[src/verilog/fsp_pkg.sv]
package fsp_pkg;
	localparam int DR_LEN = 38;
	localparam int IR_LEN = 4;
	localparam logic [3:0] IR_RESET = 4'h1;
	localparam logic [3:0] IR_ENTRY = 4'h2;
	localparam logic [3:0] DR_ENTRY = 4'h2;
	localparam logic [3:0] IR_COMM = 4'hc;
	localparam logic [4:0] ADDR_CTRL = 5'h04;
	localparam logic [4:0] ADDR_DATA = 5'h05;
	localparam int CTRL_RD_AVAIL_BIT = 1;
	localparam int CTRL_WR_PEND_BIT = 0;
	localparam int CNT_SHIFT = 16;
	localparam logic [31:0] ADDR_STEP = 32'h0000_0004;
	localparam int CLK_KHZ = 50000;
	localparam int EXT_MIN_KHZ = 32;
	localparam int EXT_MAX_GAP = CLK_KHZ / EXT_MIN_KHZ;
	typedef struct packed {
		logic rw;
		logic [4:0] addr;
		logic [31:0] data;
	} fsp_scan_t;
	typedef enum logic [3:0] {
		TLR, RTI, SEL_DR, CAP_DR, SH_DR, EX1_DR, PA_DR, EX2_DR, UPD_DR,
		SEL_IR, CAP_IR, SH_IR, EX1_IR, PA_IR, EX2_IR, UPD_IR
	} fsp_tap_t;
	typedef enum logic [1:0] {
		CMD_HDR, CMD_ADDR, CMD_RUN
	} fsp_cmd_t;
endpackage

[src/verilog/fsp_fifo.sv]
module fsp_fifo #(
	parameter int W = 32,
	parameter int D = 8
) (
	// Clock and reset.
	input wire logic mclk,
	input wire logic sys_rst,
	// Fill side.
	input wire logic in_valid,
	output logic in_ready,
	input wire logic [W-1:0] in_data,
	// Drain side.
	output logic out_valid,
	input wire logic out_ready,
	output logic [W-1:0] out_data
);
	localparam int AW = $clog2(D);
	logic [W-1:0] mem [D];
	logic [AW-1:0] wp, rp, next_wp, next_rp;
	logic [AW:0] cnt, next_cnt;
	logic push, pop;
	assign in_ready = cnt != D[AW:0];
	assign out_valid = cnt != '0;
	assign out_data = mem[rp];
	assign push = in_valid && in_ready;
	assign pop = out_valid && out_ready;
	always_comb begin
		next_wp = push ? wp + 1'b1 : wp;
		next_rp = pop ? rp + 1'b1 : rp;
		next_cnt = cnt + {{AW{1'b0}}, push} - {{AW{1'b0}}, pop};
	end
	always_ff @(posedge mclk) begin
		if (push) begin
			mem[wp] <= in_data;
		end
		if (sys_rst) begin
			wp <= '0;
			rp <= '0;
			cnt <= '0;
		end else begin
			wp <= next_wp;
			rp <= next_rp;
			cnt <= next_cnt;
		end
	end
endmodule

[src/verilog/fsp_port.sv]
module fsp_port
	import fsp_pkg::*;
#(
	parameter logic [15:0] READ_CODE = 16'h000f,
	parameter int FIFO_DEPTH = 8
) (
	// Clock and reset.
	input wire logic mclk,
	input wire logic sys_rst,
	// Test mode straps.
	input wire logic test_mode_select,
	input wire logic program_enable_zero,
	input wire logic program_enable_one,
	// External main clock pin.
	input wire logic main_clock_input,
	// JTAG pins.
	input wire logic tck,
	input wire logic tms,
	input wire logic tdi,
	output logic tdo,
	output logic tdo_oe_n,
	// Pad and clock control.
	output logic jtag_pullup_en,
	output logic io_pullup_en,
	output logic osc_bypass,
	output logic clk_src_ext,
	// Memory read port.
	output logic mem_rd,
	output logic [31:0] mem_addr,
	input wire logic mem_ack,
	input wire logic [31:0] mem_rdata
);
	localparam int NP = 7;
	logic [NP-1:0] pin_raw, pin_f, pin_rise, pin_fall;
	logic [2:0] sy [NP];
	assign pin_raw = {main_clock_input, program_enable_one, program_enable_zero, test_mode_select, tdi, tms, tck};

	// A pin change counts only when the second and third stages agree.
	for (genvar i = 0; i < NP; i++) begin : g_sync
		always_ff @(posedge mclk) begin
			sy[i] <= {sy[i][1:0], pin_raw[i]};
			if (sys_rst) begin
				pin_f[i] <= 1'b1;
			end else if (sy[i][1] == sy[i][2]) begin
				pin_f[i] <= sy[i][2];
			end
		end
		assign pin_rise[i] = (sy[i][1] == sy[i][2]) && sy[i][2] && !pin_f[i];
		assign pin_fall[i] = (sy[i][1] == sy[i][2]) && !sy[i][2] && pin_f[i];
	end

	logic tck_rise, tck_fall, tms_f, tdi_f, test_mode, mck_edge;
	assign tck_rise = pin_rise[0];
	assign tck_fall = pin_fall[0];
	assign tms_f = pin_f[1];
	assign tdi_f = pin_f[2];
	assign test_mode = pin_f[3] && pin_f[4] && pin_f[5];
	assign mck_edge = pin_rise[6];

	assign io_pullup_en = test_mode;
	assign osc_bypass = test_mode;
	assign jtag_pullup_en = 1'b1;

	fsp_tap_t tap, next_tap;
	logic [3:0] ir, next_ir, ir_sh, next_ir_sh;
	fsp_scan_t sh, next_sh, rd_buf, next_rd_buf;
	logic entered, next_entered, tdo_q, next_tdo;
	logic comm_sel, enter_upd, upd_wr_data, upd_rd;
	logic wr_pend, next_wr_pend, pend_clr, fifo_pop;
	logic [31:0] host_word, next_host_word;
	logic out_valid, in_ready, fifo_push;
	logic [31:0] out_data;

	assign comm_sel = test_mode && entered && ir == IR_COMM;
	assign enter_upd = tck_rise && tms_f && (tap == EX1_DR || tap == EX2_DR);
	assign upd_wr_data = enter_upd && comm_sel && sh.rw && sh.addr == ADDR_DATA;
	assign upd_rd = enter_upd && comm_sel && !sh.rw;
	assign fifo_pop = upd_rd && sh.addr == ADDR_DATA && out_valid;

	always_comb begin
		next_tap = tap;
		next_ir = ir;
		next_ir_sh = ir_sh;
		next_sh = sh;
		next_rd_buf = rd_buf;
		next_entered = entered;
		next_tdo = tdo_q;
		if (tck_rise) begin
			case (tap)
				TLR: next_tap = tms_f ? TLR : RTI;
				RTI: next_tap = tms_f ? SEL_DR : RTI;
				SEL_DR: next_tap = tms_f ? SEL_IR : CAP_DR;
				CAP_DR: next_tap = tms_f ? EX1_DR : SH_DR;
				SH_DR: next_tap = tms_f ? EX1_DR : SH_DR;
				EX1_DR: next_tap = tms_f ? UPD_DR : PA_DR;
				PA_DR: next_tap = tms_f ? EX2_DR : PA_DR;
				EX2_DR: next_tap = tms_f ? UPD_DR : SH_DR;
				UPD_DR: next_tap = tms_f ? SEL_DR : RTI;
				SEL_IR: next_tap = tms_f ? TLR : CAP_IR;
				CAP_IR: next_tap = tms_f ? EX1_IR : SH_IR;
				SH_IR: next_tap = tms_f ? EX1_IR : SH_IR;
				EX1_IR: next_tap = tms_f ? UPD_IR : PA_IR;
				PA_IR: next_tap = tms_f ? EX2_IR : PA_IR;
				EX2_IR: next_tap = tms_f ? UPD_IR : SH_IR;
				UPD_IR: next_tap = tms_f ? SEL_DR : RTI;
				default: next_tap = TLR;
			endcase
			case (tap)
				TLR: next_ir = IR_RESET;
				CAP_IR: next_ir_sh = 4'h1;
				SH_IR: next_ir_sh = {tdi_f, ir_sh[3:1]};
				CAP_DR: next_sh = comm_sel ? rd_buf : '0;
				SH_DR: next_sh = comm_sel ? {tdi_f, sh[DR_LEN-1:1]} : DR_LEN'({tdi_f, sh[IR_LEN-1:1]});
				default: ;
			endcase
			if (tms_f && (tap == EX1_IR || tap == EX2_IR)) begin
				next_ir = ir_sh;
			end
			if (enter_upd && !comm_sel && ir == IR_ENTRY && sh[3:0] == DR_ENTRY) begin
				next_entered = 1'b1;
			end
			if (enter_upd && sh.rw == 1'b0 && comm_sel) begin
				if (sh.addr == ADDR_CTRL) begin
					next_rd_buf = '0;
					next_rd_buf.data[CTRL_RD_AVAIL_BIT] = out_valid;
					next_rd_buf.data[CTRL_WR_PEND_BIT] = wr_pend;
				end else if (sh.addr == ADDR_DATA) begin
					next_rd_buf = '0;
					next_rd_buf.data = out_valid ? out_data : 32'h0;
				end else begin
					next_rd_buf = '0;
				end
			end
			if (tap == TLR && tms_f) begin
				next_entered = entered && test_mode;
			end
		end
		if (tck_fall) begin
			next_tdo = (tap == SH_IR) ? ir_sh[0] : sh[0];
		end
	end

	always_ff @(posedge mclk) begin
		if (sys_rst) begin
			tap <= TLR;
			ir <= IR_RESET;
			ir_sh <= '0;
			sh <= '0;
			rd_buf <= '0;
			entered <= 1'b0;
			tdo_q <= 1'b0;
		end else begin
			tap <= next_tap;
			ir <= next_ir;
			ir_sh <= next_ir_sh;
			sh <= next_sh;
			rd_buf <= next_rd_buf;
			entered <= next_entered;
			tdo_q <= next_tdo;
		end
	end
	assign tdo = tdo_q;
	assign tdo_oe_n = !(tap == SH_DR || tap == SH_IR);

	// Host word handling; a new write beats a same-cycle consume.
	always_comb begin
		next_host_word = upd_wr_data ? sh.data : host_word;
		next_wr_pend = upd_wr_data ? 1'b1 : (pend_clr ? 1'b0 : wr_pend);
	end
	always_ff @(posedge mclk) begin
		if (sys_rst) begin
			host_word <= '0;
			wr_pend <= 1'b0;
		end else begin
			host_word <= next_host_word;
			wr_pend <= next_wr_pend;
		end
	end

	fsp_cmd_t cmd_st, next_cmd_st;
	logic [15:0] remain, next_remain;
	logic [31:0] rd_addr, next_rd_addr;
	assign pend_clr = wr_pend && cmd_st != CMD_RUN;
	// one outstanding fetch, stalled by a full buffer
	assign mem_rd = cmd_st == CMD_RUN && remain != '0 && in_ready;
	assign mem_addr = rd_addr;
	assign fifo_push = mem_rd && mem_ack;

	always_comb begin
		next_cmd_st = cmd_st;
		next_remain = remain;
		next_rd_addr = rd_addr;
		case (cmd_st)
			CMD_HDR: begin
				if (wr_pend && host_word[15:0] == READ_CODE && host_word[31:CNT_SHIFT] != '0) begin
					next_remain = host_word[31:CNT_SHIFT];
					next_cmd_st = CMD_ADDR;
				end
			end
			CMD_ADDR: begin
				if (wr_pend) begin
					next_rd_addr = host_word;
					next_cmd_st = host_word[1:0] == 2'b00 ? CMD_RUN : CMD_HDR;
				end
			end
			CMD_RUN: begin
				if (fifo_push) begin
					next_rd_addr = rd_addr + ADDR_STEP;
					next_remain = remain - 16'h0001;
				end
				if (remain == '0 && !out_valid) begin
					next_cmd_st = CMD_HDR;
				end
			end
			default: next_cmd_st = CMD_HDR;
		endcase
	end
	always_ff @(posedge mclk) begin
		if (sys_rst) begin
			cmd_st <= CMD_HDR;
			remain <= '0;
			rd_addr <= '0;
		end else begin
			cmd_st <= next_cmd_st;
			remain <= next_remain;
			rd_addr <= next_rd_addr;
		end
	end

	fsp_fifo #(.W(32), .D(FIFO_DEPTH)) u_fifo (
		.mclk(mclk),
		.sys_rst(sys_rst),
		.in_valid(fifo_push),
		.in_ready(in_ready),
		.in_data(mem_rdata),
		.out_valid(out_valid),
		.out_ready(fifo_pop),
		.out_data(out_data)
	);

	// Clock source: the choice freezes at the first data register write after entry, so a late clock cannot glitch it.
	logic [10:0] gap, next_gap;
	logic seen, next_seen, ext, next_ext, frozen, next_frozen;
	always_comb begin
		next_gap = (mck_edge || gap == EXT_MAX_GAP[10:0]) ? 11'h000 : gap + 11'h001;
		next_seen = mck_edge ? 1'b1 : (gap == EXT_MAX_GAP[10:0] ? 1'b0 : seen);
		next_frozen = frozen || upd_wr_data;
		next_ext = ext;
		if (!frozen && mck_edge && seen) begin
			next_ext = 1'b1;
		end
	end
	always_ff @(posedge mclk) begin
		if (sys_rst) begin
			gap <= '0;
			seen <= 1'b0;
			ext <= 1'b0;
			frozen <= 1'b0;
		end else begin
			gap <= next_gap;
			seen <= next_seen;
			ext <= next_ext;
			frozen <= next_frozen;
		end
	end
	assign clk_src_ext = ext;
endmodule

[config.mk]
export PLATFORM = sky130hd
export DESIGN_NAME = fsp_port
export DESIGN_NICKNAME = d
export VERILOG_FILES = /design/src/verilog/fsp_pkg.sv /design/src/verilog/fsp_fifo.sv /design/src/verilog/fsp_port.sv
export SDC_FILE = /design/constraint.sdc
export NUM_CORES = 1
export LEC_CHECK = 0
export ABC_CLOCK_PERIOD_IN_PS = 5150
export BUFFER_PORTS_ARGS = -buffer_cell sky130_fd_sc_hd__buf_2
export CORE_MARGIN = 1.5
export CORE_UTILIZATION = 40
export DETAILED_ROUTE_END_ITERATION = 8
export MAX_ROUTING_LAYER = met4
export PLACE_DENSITY_LB_ADDON = 0.3
export SYNTH_ARGS = -nofsm -noshare
export SYNTH_HDL_FRONTEND = slang
export SYNTH_SLANG_ARGS = --single-unit
[constraint.sdc]
create_clock -name mclk -period 5.15 [get_ports mclk]
set_input_delay 1.03 -clock mclk [delete_from_list [all_inputs] [get_ports mclk]]
set_output_delay 1.03 -clock mclk [all_outputs]
set_load 0.01 [all_outputs]
### After elaboration in Yosys (flattened, before gate mapping)

Memory sizes are Yosys's and may differ from the RTL's. A register that Yosys moved wholly into a read port is not among the register bits.
Index checks and enable logic that the tools add are counted.

| storage, ports and cells | value |
|---|---|
| flip-flop bits (word level) | 204 |
| RAM bits | 277 |
| input port bits | 42 |
| memories kept | 2 |

| cells by class | value |
|---|---|
| $add $sub $neg | 7 |
| eq/ne operators | 37 |
| multiplexer cells | 44 |
| bitwise gates (word level) | 1 |
| reductions and logical operators | 76 |

Memory list:

| name | depth | bits a word | rd ports | clocked after Yosys merged registers in | write ports | RTL line | text |
|---|---|---|---|---|---|---|---|
| u_fifo.mem | 8 | 32 | 1 | 1 | 1 | fsp_fifo.sv:18 | `logic [W-1:0] mem [D];` |
| sy | 7 | 3 | 7 | 0 | 7 | fsp_port.sv:35 | `logic [2:0] sy [NP];` |

Operators with widths:

| kind | count |
|---|---|
| $mux W32 | 5 |
| $mux W38 | 2 |
| $pmux W38 S2 | 1 |
| $pmux W32 S2 | 1 |
| $pmux W4 S12 | 1 |
| $eq A4 B4 Y1 const B | 9 |
| $logic_and A1 B1 Y1 | 36 |
| $add A32 B3 Y32 const B | 1 |
| $mux W16 | 2 |
| $pmux W16 S2 | 1 |
| $reduce_bool A16 Y1 | 2 |
| $mux W4 | 6 |
| $eq A16 B4 Y1 const B | 1 |
| $eq A4 B2 Y1 const B | 4 |
| $eq A4 B3 Y1 const B | 4 |
| $logic_not A16 Y1 | 1 |
| $reduce_bool A2 Y1 | 8 |
| $sub A16 B1 Y16 const B | 1 |
| $mux W2 | 7 |
| $mux W1 | 12 |
| $mux W3 | 4 |
| $add A11 B1 Y11 const B | 1 |
| $eq A11 B11 Y1 const B | 1 |
| $eq A5 B3 Y1 const B | 2 |
| 22 further kinds | 52 |

### Longest topological paths before layout

An unclocked memory read counts as a cell.

| logic depth | value |
|---|---|
| depth after elaboration | 13 |
| mapped depth | 13 |

### Hierarchy

Synthesis repeated with hierarchy kept, for this count alone.

| unflattened totals | value |
|---|---|
| cell total of the unflattened synthesis | 1578 |
| area total of the unflattened synthesis | 20089.3 um^2 |

Modules (own cells, without submodules):

| module | times used | cells each | area an instance (um^2) | sequential area each (um^2) |
|---|---|---|---|---|
| fsp_fifo | 1 | 450 | 10498.8 | 7947.6 |
| fsp_port | 1 | 1128 | 9590.4 | 4184.0 |

### Worst setup path before layout

No wires, ideal clock.

| timing | value |
|---|---|
| path kind | input to register |
| start | in mem_ack |
| end | mem u_fifo.mem[1][0] (enable) |
| arrival | 4.864 ns |
| path slack | -0.228 ns |
| stages | 4 |
| cell sequence | and3_1 -> o21ai_4 -> buf_2 -> nor4b_1 |

| on the way | value |
|---|---|
| word-level cells in the longest chain between the ends | 4 |

RTL lines:

| element | RTL line | text |
|---|---|---|
| start, declared | fsp_port.sv:30 | `input wire logic mem_ack,` |
| $logic_and A1 B1 Y1 | fsp_port.sv:187 | `assign fifo_push = mem_rd && mem_ack;` |
| $logic_and A1 B1 Y1 | fsp_fifo.sv:25 | `assign push = in_valid && in_ready;` |
| $mux W1 | fsp_fifo.sv:33 | `if (push) begin` |
| $mux W1 (implied by the code) | fsp_fifo.sv:34 | `mem[wp] <= in_data;` |
| end, declared | fsp_fifo.sv:18 |  |

No other way between the ends.

### Worst setup path in the final report

| timing | value |
|---|---|
| start | reg tap[0] |
| end | reg u_fifo.cnt[2] |

| on the way | value |
|---|---|
| word-level cells in the longest chain between the ends | 9 |

RTL lines:

| element | RTL line | text |
|---|---|---|
| start, declared | fsp_port.sv:64 | `fsp_tap_t tap, next_tap;` |
| start signal, assigned | fsp_port.sv:153 | `tap <= next_tap;` |
| $eq A4 B3 Y1 | fsp_port.sv:75 | `assign enter_upd = tck_rise && tms_f && (tap == EX1_DR \|\| tap == EX2_DR);` |
| $logic_or A1 B1 Y1 (*) | fsp_port.sv:75 |  |
| $logic_and A1 B1 Y1 (*) | fsp_port.sv:75 |  |
| $logic_and A1 B1 Y1 (*) (2 in series) | fsp_port.sv:77 | `assign upd_rd = enter_upd && comm_sel && !sh.rw;` |
| $logic_and A1 B1 Y1 (*) (2 in series) | fsp_port.sv:78 | `assign fifo_pop = upd_rd && sh.addr == ADDR_DATA && out_valid;` |
| $logic_and A1 B1 Y1 (*) | fsp_fifo.sv:26 | `assign pop = out_valid && out_ready;` |
| $sub A4 B1 Y4 (*) | fsp_fifo.sv:30 | `next_cnt = cnt + {{AW{1'b0}}, push} - {{AW{1'b0}}, pop};` |
| end signal, assigned | fsp_fifo.sv:43 | `cnt <= next_cnt;` |
| end, declared | fsp_fifo.sv:20 | `logic [AW:0] cnt, next_cnt;` |

Every way passes the cells marked *; elsewhere a longest branch is shown, timed or not.
A chain may end at the register's enable or synchronous reset.

==> flow_metrics.tcl <==
set metrics [dict create \
    multi_input_area_mm2 0.007012 \
    fillCellCount 4382 \
    post-route-min-period_ps 3281 \
    switchingPower_mw 1.515 \
    cts_root_buffer "clkbuf_16" \
    swShare 0.2022 \
    grt_pass1_vias 12322 \
    vias_per_cell 5.472 \
    synth_fp_nets 1614 \
    leakage_nw 7.157 \
    post_cts_buffers 0 \
    path_cells "nand2_1 > or4_4 > nor3_4 > buf_4 > ha_1 > inv_1 > ha_1 > inv_1 > fa_1 > xor2_1 > nor2_1" \
    power.internal_mw 5.978 \
    grt_pass1_wl_mm 69.23 \
    ctsHoldBuffers 0 \
    fmax_mhz 304.8 \
    pwr-share-clk 0.448 \
    dp_hpwl_mm 27.09 \
    required_ps 5580 \
    drt-total-wl_mm 43.41 \
    synth_top_area_frac 0.3913 \
    nets 1662 \
    clock-sinks 478 \
    core_mm2 0.04875 \
    seq_power_share 0.539 \
    combPwrFrac 0.013 \
    syn_to_final_growth_pct 12.92 \
    yosys_warnings 0 \
    drive_gt1_frac 0.2035 \
    finalHoldViolCount 0 \
    synth-edff-count 256 \
    fp-row-count 81 \
    wire_per_inst_um 18.80 \
    regToRegStartpoint "tap[0]" \
    max-cap-violations 0 \
    grt_overflow 0 \
    critPathKind "reg2reg" \
    period_share 0.6370 \
    startpoint_type "flip-flop" \
    p_per_area_mw_per_mm2 337.7 \
    cts_resized 0 \
    post-route-drc-count 0 \
    synthFlopType "edfxtp_1" \
    initial_core_util 0.4030 \
    peakVddDrop_mv 0.2138 \
    total_power_mw 7.493 \
    synth_seq_cells 478 \
    ys_types 81 \
    gp_congestion 0.8831 \
    grt.total_usage 0.1778 \
    ios 81 \
    setup_viol 0 \
    cp.arrival_ps 3720 \
    netlist_area_mm2 0.01965 \
    clock_path_buffers 3 \
    synth_area_leaders "edfxtp_1, dfxtp_1, mux4_2" \
    slew_headroom 0.1743 \
    tightest_slew_ps 1238 \
    status "complete, no violations" \
    io_buffers 79 \
    crit_fanout 33 \
    antenna_found_initial 4 \
    crit_start "tap[0]" \
    crit_family "simple AND/OR/NAND/NOR gates" \
    drt_iter0_drc 1159 \
    drtAntennaViolNets 0 \
    hp-class "reg2reg" \
    syn_inst 1556 \
    finalMaxSlewViolations 0 \
    hp-start "sy[6][0]" \
    numCtsBuffers 48 \
    yosysTopAreaCell "edfxtp_1" \
    die_w_um 224.6 \
    synthArstFlopShare 0 \
    htreeDepth 2 \
    max_stage_delay_ps 700 \
    cp-end-kind "flip-flop" \
    dr.pass1.iters 5 \
    fin_tns_setup_ps 0 \
    crit_slowest_cell "dfxtp_1" \
    cts_tree "yes" \
    setup_slack_ps 1869 \
    fp.dieH_um 224.6 \
    seqCellArea_mm2 0.01214 \
    preCtsSetupSlack_ps 1748 \
    vias 12636 \
    avgSynthCellArea_um2 12.63 \
    crit_buf_inv 3 \
    clk_latency_ps 580 \
    grt_max_degree 107 \
    fin_skew_ps 22.73 \
    synth-seq-area-share 0.6175 \
    rsz0062_at_grt "no" \
    cts.reportedPaths.clkPinSlew_ps 60 \
    dieArea_mm2 0.05046 \
]
## power by group through the flow
stage               clock network, mW  registers [mW]  logic (mW)
floorplan                           0            4.12      0.0498
global placement                    0            4.12      0.0954
detailed placement                  0            4.12       0.100
CTS                              3.44            4.04       0.100
global route                     3.60            4.04       0.111
finish                           3.36            4.04      0.0992
## flip-flops by register name, summed over array words and instances, names as in the netlist, 4 cells and up, named ones only
signal	count
u_fifo.mem	256
sh	38
host_word	32
mem_addr	32
rd_buf	32
sy	21
remain	16
gap	11
pin_f	5
ir	4
ir_sh	4
tap	4
u_fifo.cnt	4
## worst paths after layout
path | slack, ps | to | cells after the start
worst max register to register | 1870 | u_fifo.cnt[2] | 11
worst min-delay path | 320 | sy[6][1] | 0
worst max-delay path | 1870 | u_fifo.cnt[2] | 11
worst min register to register | 320 | sy[6][1] | 0
## cells in the mapped netlist, types with 5 or more instances
cell type,instances
edfxtp_1,256
dfxtp_1,222
nor2_1,149
nand2_1,145
a21oi_1,110
a22oi_1,76
mux4_2,64
mux2_2,58
clkbuf_1,52
o21ai_0,40
buf_2,33
inv_1,30
nand3_1,30
nor3_1,27
nor4_1,18
ha_1,15
nand4_1,14
o22ai_1,14
a211oi_1,12
and3_1,11
buf_1,9
o32ai_2,9
xnor2_1,9
mux2i_1,8
a221oi_1,7
a31oi_1,7
and2_1,7
o32ai_1,7
xor2_1,7
and4_1,6
nand3b_1,5
nor2b_1,5
or3_1,5
## cell families (layout without fill, tap and decap cells)
logic type / Yosys count / in the layout / synth area share
mux: 130 / 130 / 0.1107
fa+ha+maj: 16 / 16 / 0.01057
compound gates: 321 / 321 / 0.1104
flops: 478 / 478 / 0.6175
simple gates: 460 / 460 / 0.1135
xor+xnor: 16 / 16 / 0.007133
buf+inv: 134 / 219 / 0.02999
other cells: 1 / 5 / 0.0001909
## stage by stage
stage	area [µm²]	hold WS (ps)	utilization	cells
4_1_cts	22180	323.8	0.4549	2305
5_1_grt	22190	329.1	0.4551	2309
6_report	22190	319.9	0.4551	2309
2_1_floorplan	19650	309.6	-	1556
3_3_place_gp	20660	312.8	0.4238	2218
3_5_place_dp	20660	312.1	0.4238	2218
## placed cells by master (no fill, tap or decap), types with 17 or more instances in the layout
cell type / count
a21oi_1: 110
buf_2: 78
clkbuf_1: 17
inv_1: 30
mux4_2: 64
mux2_2: 58
nand3_1: 30
nand2_1: 145
clkbuf_16: 49
o21ai_0: 40
a22oi_1: 76
dfxtp_1: 220
nor3_1: 24
nor4_1: 17
nor2_1: 147
edfxtp_1: 256
buf_4: 21
## per-layer routing
metal / global-route usage / vias to the layer above / part of all wire
li1: - / 6005 / -
met1: 0.2419 / 6238 / 0.46
met2: 0.2797 / 316 / 0.47
met3: 0.02665 / 77 / 0.047
met4: 0.04655 / 0 / 0.020
met5: - / - / 0
## final cells by class
cell class                 instances  area share
antenna                            4   0.0004512
clock buffer                      74     0.06311
clock inverter                    13    0.005301
inverter                          32    0.005414
multi-input combinational        944      0.3160
sequential                       478      0.5470
tap                              664     0.03745
timing repair buffer             100     0.02521
(Power assumes the default switching activity.)
